File: config.mk
export PLATFORM = sky130hd
export DESIGN_NAME = ext_bus_ctrl
export DESIGN_NICKNAME = d
export VERILOG_FILES = /design/src/rtl/ext_bus_pkg.sv /design/src/rtl/data_keeper.sv /design/src/rtl/ext_bus_ctrl.sv
export VERILOG_INCLUDE_DIRS = /design/src /design/src/rtl
export SDC_FILE = /design/constraint.sdc
export NUM_CORES = 1
export LEC_CHECK = 0
export CORE_MARGIN = 2
export CORE_UTILIZATION = 60
export DETAILED_ROUTE_END_ITERATION = 10
export DONT_BUFFER_PORTS = 1
export GPL_TIMING_DRIVEN = 1
export PLACE_DENSITY = 0.81
export SYNTH_ARGS = -nofsm -noshare
export SYNTH_HDL_FRONTEND = slang
export SYNTH_SLANG_ARGS = --single-unit
File: constraint.sdc
create_clock -name clk -period 2.1 [get_ports clk]
set_input_delay 0.525 -clock clk [delete_from_list [all_inputs] [get_ports clk]]
set_output_delay 0.525 -clock clk [all_outputs]
set_load 0.01 [all_outputs]
File: src/rtl/ext_bus_params.svh
// constants of the external bus pin control block
// assumes inclusion by the package and design files by bare name
`ifndef EXT_BUS_PARAMS_SVH
`define EXT_BUS_PARAMS_SVH
`define EXT_ADDR_W 20
`define EXT_LOW_ADDR_W 16
`define EXT_DATA_W 16
`define EXT_MIN_SW_WAIT 2
`define EXT_WAIT_W 3
`define EXT_KEEPER_RESET 1'b0
`endif

File: src/rtl/ext_bus_pkg.sv
// types of the external bus pin control block
// assumes the params header is on the include path
`include "ext_bus_params.svh"
package ext_bus_pkg;
    typedef enum logic [1:0] {
        SPACE_PROG,
        SPACE_DATA,
        SPACE_IO
    } space_t;
    typedef enum logic [1:0] {
        ST_IDLE,
        ST_WAIT,
        ST_READY
    } bus_state_t;
endpackage

File: src/rtl/data_keeper.sv
// data pin bus keeper: remembers the last level on each data pin
// assumes pin levels already synchronised to clk
`timescale 1ns/1ps
module data_keeper #(
    parameter int WIDTH = 16
) (
    input wire logic clk,
    input wire logic rst,
    input wire logic [WIDTH-1:0] pin_level,
    input wire logic drive_en,
    input wire logic [WIDTH-1:0] drive_val,
    output logic [WIDTH-1:0] held_q
);
    // **********************************
    // last level memory
    // **********************************
    always_ff @(posedge clk) begin
        if (rst) begin
            held_q <= '0;
        end else if (drive_en) begin
            held_q <= drive_val;
        end else begin
            held_q <= pin_level;
        end
    end
endmodule

File: src/rtl/ext_bus_ctrl.sv
// external parallel bus pin control: address, data, strobes, acknowledge
// assumes core requests are on clk; pins go through a pad wrapper using the enables
`timescale 1ns/1ps
`include "ext_bus_params.svh"
// Functional notes
// - low sixteen address lines address program, data and I/O spaces
// - address bits 16..19 used only for program space accesses
// - all address outputs float in hold or while float input low
// - sixteen-bit shared bidirectional data bus, bit 15 most significant
// - data drivers off unless writing, and during reset or hold
// - data drivers off whenever float input is low
// - enabled keepers hold undriven data pins at last level
// - keepers disabled out of reset
// - one software control bit enables or disables keepers
// - acknowledge output marks vector fetch on low sixteen address lines
// - acknowledge output floats while float input low
// - with two or more wait states, sample ready after them; low extends
// - memory strobe high, low only during program or data memory access
// - direction output high, low only during external write
module ext_bus_ctrl #(
    parameter int ADDR_W = `EXT_ADDR_W,
    parameter int DATA_W = `EXT_DATA_W,
    parameter int WAIT_W = `EXT_WAIT_W
) (
    input wire logic clk,
    input wire logic rst,
    input wire logic reset_in_n,
    input wire logic hold_req_n,
    input wire logic float_n,
    input wire logic ready,
    input wire logic req_valid,
    output logic req_ready,
    input wire ext_bus_pkg::space_t req_space,
    input wire logic req_write,
    input wire logic req_vector,
    input wire logic [ADDR_W-1:0] req_addr,
    input wire logic [DATA_W-1:0] req_wdata,
    input wire logic [WAIT_W-1:0] sw_wait,
    input wire logic keeper_wr,
    input wire logic keeper_wdata,
    output logic bus_keeper_en,
    output logic rsp_valid,
    output logic [DATA_W-1:0] rsp_rdata,
    output logic hold_ack,
    output logic [ADDR_W-1:0] addr_o,
    output logic addr_oe,
    input wire logic [DATA_W-1:0] data_i,
    output logic [DATA_W-1:0] data_o,
    output logic data_oe,
    output logic [DATA_W-1:0] data_keep_o,
    output logic data_keep_oe,
    output logic mem_strobe_n,
    output logic io_strobe_n,
    output logic rw_o,
    output logic ctrl_oe,
    output logic int_ack_out,
    output logic int_ack_oe
);
    import ext_bus_pkg::*;

    // refuse widths the address split and ready threshold cannot serve
    if (ADDR_W != `EXT_ADDR_W || DATA_W != `EXT_DATA_W || WAIT_W < 2) begin : g_bad_params
        $error("ext_bus_ctrl: unsupported parameter values");
    end

    // **********************************
    // pin synchronisers
    // **********************************
    logic [3:0] sync1_q;
    logic [3:0] sync2_q;
    logic [DATA_W-1:0] dsync1_q;
    logic [DATA_W-1:0] dsync2_q;
    always_ff @(posedge clk) begin
        if (rst) begin
            sync1_q <= 4'h0;
            sync2_q <= 4'h0;
            dsync1_q <= '0;
            dsync2_q <= '0;
        end else begin
            sync1_q <= {reset_in_n, hold_req_n, float_n, ready};
            sync2_q <= sync1_q;
            dsync1_q <= data_i;
            dsync2_q <= dsync1_q;
        end
    end
    wire reset_pin_n_s = sync2_q[3];
    wire hold_n_s = sync2_q[2];
    wire float_n_s = sync2_q[1];
    wire ready_s = sync2_q[0];

    // **********************************
    // common output enable
    // **********************************
    logic hold_q;
    wire in_reset = rst | ~reset_pin_n_s;
    wire bus_oe = ~in_reset & ~hold_q & float_n_s;

    // **********************************
    // keeper control bit
    // **********************************
    logic keeper_q;
    always_ff @(posedge clk) begin
        if (in_reset) begin
            keeper_q <= `EXT_KEEPER_RESET;
        end else if (keeper_wr) begin
            keeper_q <= keeper_wdata;
        end
    end
    assign bus_keeper_en = keeper_q;

    // **********************************
    // access sequencer
    // **********************************
    bus_state_t state_q;
    bus_state_t state_d;
    logic [WAIT_W-1:0] wait_q;
    logic [ADDR_W-1:0] addr_q;
    logic [DATA_W-1:0] wdata_q;
    logic write_q;
    logic vector_q;
    space_t space_q;
    logic check_ready_q;
    logic [DATA_W-1:0] rdata_q;
    logic rsp_q;

    wire idle = state_q == ST_IDLE;
    wire can_start = idle & ~in_reset & ~hold_q & hold_n_s;
    wire take = req_valid & can_start;
    assign req_ready = can_start;
    wire wait_done = wait_q == '0;
    wire ready_ok = ~check_ready_q | ready_s;

    always_comb begin
        state_d = state_q;
        unique case (state_q)
            ST_IDLE: begin
                if (take) begin
                    state_d = (sw_wait == '0) ? ST_READY : ST_WAIT;
                end
            end
            ST_WAIT: begin
                if (wait_done) begin
                    state_d = ST_READY;
                end
            end
            ST_READY: begin
                if (ready_ok) begin
                    state_d = ST_IDLE; // with two or more wait states, low ready holds ST_READY until ready is sampled high
                end
            end
        endcase
    end

    // program space keeps 20 bits except vector fetches; other spaces and vector fetches use the low 16 only
    wire [ADDR_W-1:0] addr_sel = (req_space == SPACE_PROG && !req_vector) ? req_addr :
        {{(ADDR_W-`EXT_LOW_ADDR_W){1'b0}}, req_addr[`EXT_LOW_ADDR_W-1:0]};

    always_ff @(posedge clk) begin
        if (in_reset) begin
            state_q <= ST_IDLE;
            wait_q <= '0;
            addr_q <= '0;
            wdata_q <= '0;
            write_q <= 1'b0;
            vector_q <= 1'b0;
            space_q <= SPACE_PROG;
            check_ready_q <= 1'b0;
        end else begin
            state_q <= state_d;
            if (take) begin
                wait_q <= (sw_wait == '0) ? '0 : sw_wait - 1'b1;
                check_ready_q <= sw_wait >= WAIT_W'(`EXT_MIN_SW_WAIT);
                addr_q <= addr_sel;
                wdata_q <= req_wdata;
                write_q <= req_write & ~req_vector;
                vector_q <= req_vector;
                space_q <= req_vector ? SPACE_PROG : req_space;
            end else if (state_q == ST_WAIT && !wait_done) begin
                wait_q <= wait_q - 1'b1;
            end
        end
    end

    // **********************************
    // hold handshake
    // **********************************
    always_ff @(posedge clk) begin
        if (in_reset) begin
            hold_q <= 1'b0;
        end else if (!hold_n_s && idle) begin
            hold_q <= 1'b1;
        end else if (hold_n_s) begin
            hold_q <= 1'b0;
        end
    end
    assign hold_ack = hold_q;

    // **********************************
    // read data return
    // **********************************
    wire finish = state_q == ST_READY && ready_ok;
    always_ff @(posedge clk) begin
        if (in_reset) begin
            rdata_q <= '0;
            rsp_q <= 1'b0;
        end else begin
            rsp_q <= finish;
            if (finish && !write_q) begin
                rdata_q <= dsync2_q;
            end
        end
    end
    assign rsp_valid = rsp_q;
    assign rsp_rdata = rdata_q;

    // **********************************
    // pin drivers
    // **********************************
    wire active = ~idle;
    wire mem_acc = active & (space_q != SPACE_IO);
    assign addr_o = addr_q;
    assign addr_oe = bus_oe;
    assign data_o = wdata_q;
    assign data_oe = bus_oe & active & write_q;
    assign mem_strobe_n = ~mem_acc;
    assign io_strobe_n = ~(active & (space_q == SPACE_IO));
    assign rw_o = ~(active & write_q);
    assign ctrl_oe = bus_oe;
    assign int_ack_out = ~(active & vector_q);
    assign int_ack_oe = ~in_reset & float_n_s;

    // **********************************
    // bus keeper
    // **********************************
    // while the keeper drives, it must not resample its own delayed pin image
    wire keep_load = data_oe | data_keep_oe;
    wire [DATA_W-1:0] keep_val = data_oe ? wdata_q : (finish && !write_q) ? dsync2_q : data_keep_o;
    data_keeper #(
        .WIDTH(DATA_W)
    ) u_keeper (
        .clk(clk),
        .rst(rst),
        .pin_level(dsync2_q),
        .drive_en(keep_load),
        .drive_val(keep_val),
        .held_q(data_keep_o)
    );
    assign data_keep_oe = keeper_q & ~data_oe;
endmodule

=== Word level (Yosys, flattened, before mapping) ===
Index checks and enable logic that the tools add are counted.

* Add/subtract/negate cells: 2
* Order comparisons: 1
* Equality and inequality tests: 8
* Mux-type cells: 15
* Bitwise operators: 29
* Reduce and logical (&&, ||, !) cells: 16

{| class="wikitable"
|+ Operator list
! cell !! number
|-
| $mux W16 || 3
|-
| $mux W20 || 1
|-
| $and A1 B1 Y1 || 15
|-
| $not A1 Y1 || 11
|-
| $mux W2 || 5
|-
| $mux W3 || 3
|-
| $logic_not A3 Y1 || 2
|-
| $ne A2 B2 Y1 const B || 3
|-
| $pmux W2 S3 || 1
|-
| $sub A3 B1 Y3 const B || 2
|-
| $logic_and A1 B1 Y1 || 5
|-
| $eq A2 B2 Y1 const B || 2
|-
| $logic_not A1 Y1 || 4
|-
| $logic_not A2 Y1 || 2
|-
| $reduce_bool A2 Y1 || 2
|-
| $ge A3 B2 Y1 const B || 1
|-
| $ne A3 B2 Y1 const B || 1
|-
| $or A1 B1 Y1 || 3
|-
| $reduce_and A3 Y1 || 1
|-
| $eq A2 B1 Y1 const B || 1
|-
| $mux W1 || 2
|-
| $ne A2 B1 Y1 const B || 1
|}

* Register bits after elaboration: 121
* Bits of input ports: 68
* Output and inout port bits: 81
* Word-level logic and storage cells: 88

=== Logic depth before layout (Yosys ltp) ===
* Word-level depth: 11
* Gate-level depth with buffers: 8
* Depth with buffers taken out: 7

=== By module ===
Synthesis repeated with hierarchy kept, for this count alone.

* Cells, all modules: 506
* Area, all modules: 4450.5 um2

{| class="wikitable"
|+ Modules (own cells, without submodules)
! module !! times used !! cells each !! area an instance (um2) !! seq. area each (um2)
|-
| ext_bus_ctrl || 1 || 454 || 3870.0 || 2102.0
|-
| data_keeper || 1 || 52 || 580.6 || 320.3
|}

=== Worst setup path after synthesis ===
OpenSTA, ideal clock, no wires.

* Path kind: flip-flop to output port
* From: register state_q[0]
* To: output port data_oe
* Data arrival time: 1318 ps
* Data required time: 1575 ps
* Setup slack: 257 ps
* Stages on the path, launching flop included: 8
* Path buffers: 2
* Cell sequence: dfxtp_1 > inv_1 > ha_1 > nor2b_1 > nand3_1 > buf_6 > buf_6 > inv_1

* Cells in the longest elaborated chain, start to end: 4

{| class="wikitable"
|+ Ends and longest elaborated chain
! item !! line !! RTL
|-
| start, declared || ext_bus_ctrl.sv:114 || <nowiki>bus_state_t state_q;</nowiki>
|-
| start signal, assigned || ext_bus_ctrl.sv:169 || <nowiki>state_q <= state_d;</nowiki>
|-
| $logic_not A2 Y1 || ext_bus_ctrl.sv:126 || <nowiki>wire idle = state_q == ST_IDLE;</nowiki>
|-
| $not A1 Y1 || ext_bus_ctrl.sv:219 || <nowiki>wire active = ~idle;</nowiki>
|-
| $and A1 B1 Y1 (2 in series) || ext_bus_ctrl.sv:224 || <nowiki>assign data_oe = bus_oe & active & write_q;</nowiki>
|-
| end, declared || ext_bus_ctrl.sv:49 || <nowiki>output logic data_oe,</nowiki>
|}

Every way passes these cells.

=== Final worst setup path ===
* From: register hold_q, in the netlist hold_ack
* To: output port data_oe

* Cells in the longest elaborated chain, start to end: 5

{| class="wikitable"
|+ Ends and longest elaborated chain
! item !! line !! RTL
|-
| start, declared || ext_bus_ctrl.sv:94 || <nowiki>logic hold_q;</nowiki>
|-
| start signal, assigned || ext_bus_ctrl.sv:189 || <nowiki>hold_q <= 1'b0;</nowiki>
|-
| start signal, assigned || ext_bus_ctrl.sv:191 || <nowiki>hold_q <= 1'b1;</nowiki>
|-
| start signal, assigned || ext_bus_ctrl.sv:193 || <nowiki>hold_q <= 1'b0;</nowiki>
|-
| $not A1 Y1 || ext_bus_ctrl.sv:96 || <nowiki>wire bus_oe = ~in_reset & ~hold_q & float_n_s;</nowiki>
|-
| $and A1 B1 Y1 (2 in series) || ext_bus_ctrl.sv:96 ||
|-
| $and A1 B1 Y1 (2 in series) || ext_bus_ctrl.sv:224 ||
|}

Every way passes these cells.

==> metrics.txt <==
Worst-Skew Late Latency 0.50 ns; wirelength, routed 10200 um; initial antenna violation count 0; diodes inserted 0; synth top area cells dfxtp_1 55%, nand2_1 9.3%, a21oi_1 6.6%, nor2b_1 6.1%, mux2i_1 4.1%; arrival time at the worst endpoint 1.54 ns; vias in the first global route 3142; Hold Path Class in -> reg; crit share post-route 98.23%; cts hold-fix bufs 0; Max VDD drop 0.7249 mV; outcome complete, no violations; worst slack, placed 0.3047 ns; PnR worst setup slack 0.03709 ns; area leader, netlist dfxtp_1; cell area after layout 5105 um2; CTS sink count 121; clock-pin slew on the worst setup and hold paths 0.06 ns; syn_nets 550; slew margin rel. 70.71%; DRT Pass-1 Iters 4; Die W 89.62 um; CTS Root Cell clkbuf_8; top cell type's share of synthesized area 55.08%; Setup Viol. Count Final 0; Pwr Total 5.183 mW; max_cap viols 0; Netlist cell types 36; Clock Path Buffers 2; CTS tree yes; total gr overflow 0; Power Density 1015 nW/um2; final net count 555; CP required 1.57 ns; number of port buffers 0; die area 8031 um2; most common cell after layout, fill and taps aside dfxtp_1; leakage power 1.840 nW; Placer Congestion 0.8094; Final Hold Fails 0; largest net degree at the start of global routing 60; Worst setup EP type primary output; Worst setup SP type register; FF+latch count, synth 121; Via density 5.566; Core Rows 31; dpl cell area 4458 um2; Slew @ Worst Pin 0.4394 ns; Ys Warns 0; Final min period 2.063 ns; Syn Area/Cell 9.220 um2; total count of max-transition violations in the final report 0; Die Y 89.62 um; fillcell total 539; Mapped Cells 477; post-layout util 71.14%; vias post-DR 3306; first-pass GRT wire length 15040 um; H-tree depth 4; sequential fraction of the synthesis area 55.08%; most frequent cells in the layout 117 x dfxtp_1, 109 x nand2_1, 58 x a21oi_1; area growth from synthesis to layout 16.07%; Initial Utilization 61.29%; cts bufs inserted 17; 1st-iter DRT viols 126; Residual DRC 0; CP Max Fanout 5; Netlist Area Pre-Place 4398 um2; DR WL/cell 17.17 um; layout cell share with drive strength beyond 1 14.14%; GRT Total Usage 25.19%; core box area 7176 um2; dpl hpwl 6794 um; maximum clock frequency 0.4848 GHz; clk_skew 0.01025 ns; Final ANT Viol Nets 0; Worst Path Class, Setup reg -> out; Ports 149
## per-stage QoR
step                cells  hold slack [ns]  TNS [ns]
finish                594          0.08763         0
detailed placement    557           0.4204         0
global placement      557           0.4163         0
global route          594          0.07400  -0.03907
floorplan             477           0.4138         0
CTS                   592          0.06223         0
## critical path: stages (launching register included)
cell,delay [ns]
dfxtp_2,0.37
nor3b_4,0.32
nand3_2,0.15
inv_2,0.09
buf_4,0.11
## power breakdown
| part | switching (mW) | total [mW] | leakage [nW] | internal, mW |
|---|---|---|---|---|
| logic | 0.0330 | 0.0727 | 0.578 | 0.0396 |
| registers | 0.0287 | 2.37 | 0.987 | 2.34 |
| clock network | 1.05 | 2.74 | 0.275 | 1.69 |
| total | 1.11 | 5.18 | 1.84 | 4.08 |
## sequential cells by signal, summed over array words and instances (netlist names)
name	flops
addr_o	20
bus_keeper_en	1
u_keeper.held_q	16
hold_ack	1
state_q	2
data_o	16
write_q	1
sync1_q	4
sync2_q	4
dsync1_q	16
dsync2_q	16
wait_q	3
vector_q	1
check_ready_q	1
rsp_rdata	16
space_q	2
rsp_valid	1
## Yosys cell counts (all sizes together)
master	count
a211oi	19
a21o	2
a21oi	58
a31o	1
a31oi	1
and2	2
and3	2
and4	1
buf	19
clkbuf	14
dfxtp	121
ha	5
inv	11
mux2i	18
nand2	109
nand2b	1
nand3	7
nand3b	3
nand4	1
nor2	4
nor2b	44
nor3	19
nor3b	4
o211ai	3
o21ai	3
o31ai	1
or3	2
or3b	1
xnor2	1
## metal layers
metal | GRT usage (%) | up-vias | wire, um
met5 | 0 | - | 0
met2 | 41.11 | 141 | 4971
met3 | 9.415 | 14 | 923
met1 | 28.96 | 1547 | 4098
met4 | 12.75 | 0 | 204
li1 | - | 1604 | -
## cell type report
cell class	instances	area [um2]	area share [%]
repair buffers	19	155.1	3.039
flip-flops and latches	121	2427	47.55
clock inverters	14	151.4	2.966
multi-input cells	312	1788	35.02
clock buffers	18	417.9	8.186
well taps	99	123.9	2.426
inverters	11	41.29	0.8088
## worst paths after layout
kind                start                  end  slack [ns]  cells past startpoint
max reg2reg    state_q[1]  u_keeper.held_q[13]        0.26                      5
min reg2reg  dsync1_q[14]         dsync2_q[14]        0.43                      1
max              hold_ack              data_oe        0.04                      4
min                   rst          dsync2_q[1]        0.09                      1
## repair_timing
action,in CTS,in global routing
setup buffers,3,2
endpoints found under the setup margin,4,6
resized for setup,9,6
pin swaps,3,2
## kinds of logic (layout without fill, tap and decap cells)
logic type / Yosys count / count (layout) / synth area share [%]
adder cells (fa/ha/maj): 5 / 5 / 1.422
multiplexers: 18 / 18 / 4.097
AND/OR/NAND/NOR: 200 / 200 / 22.39
flip-flops: 121 / 121 / 55.08
buffers and inverters: 44 / 62 / 5.263
XOR/XNOR: 1 / 1 / 0.1992
AO/OA/AOI/OAI: 88 / 88 / 11.55
Power figures use the tool's default switching activity.
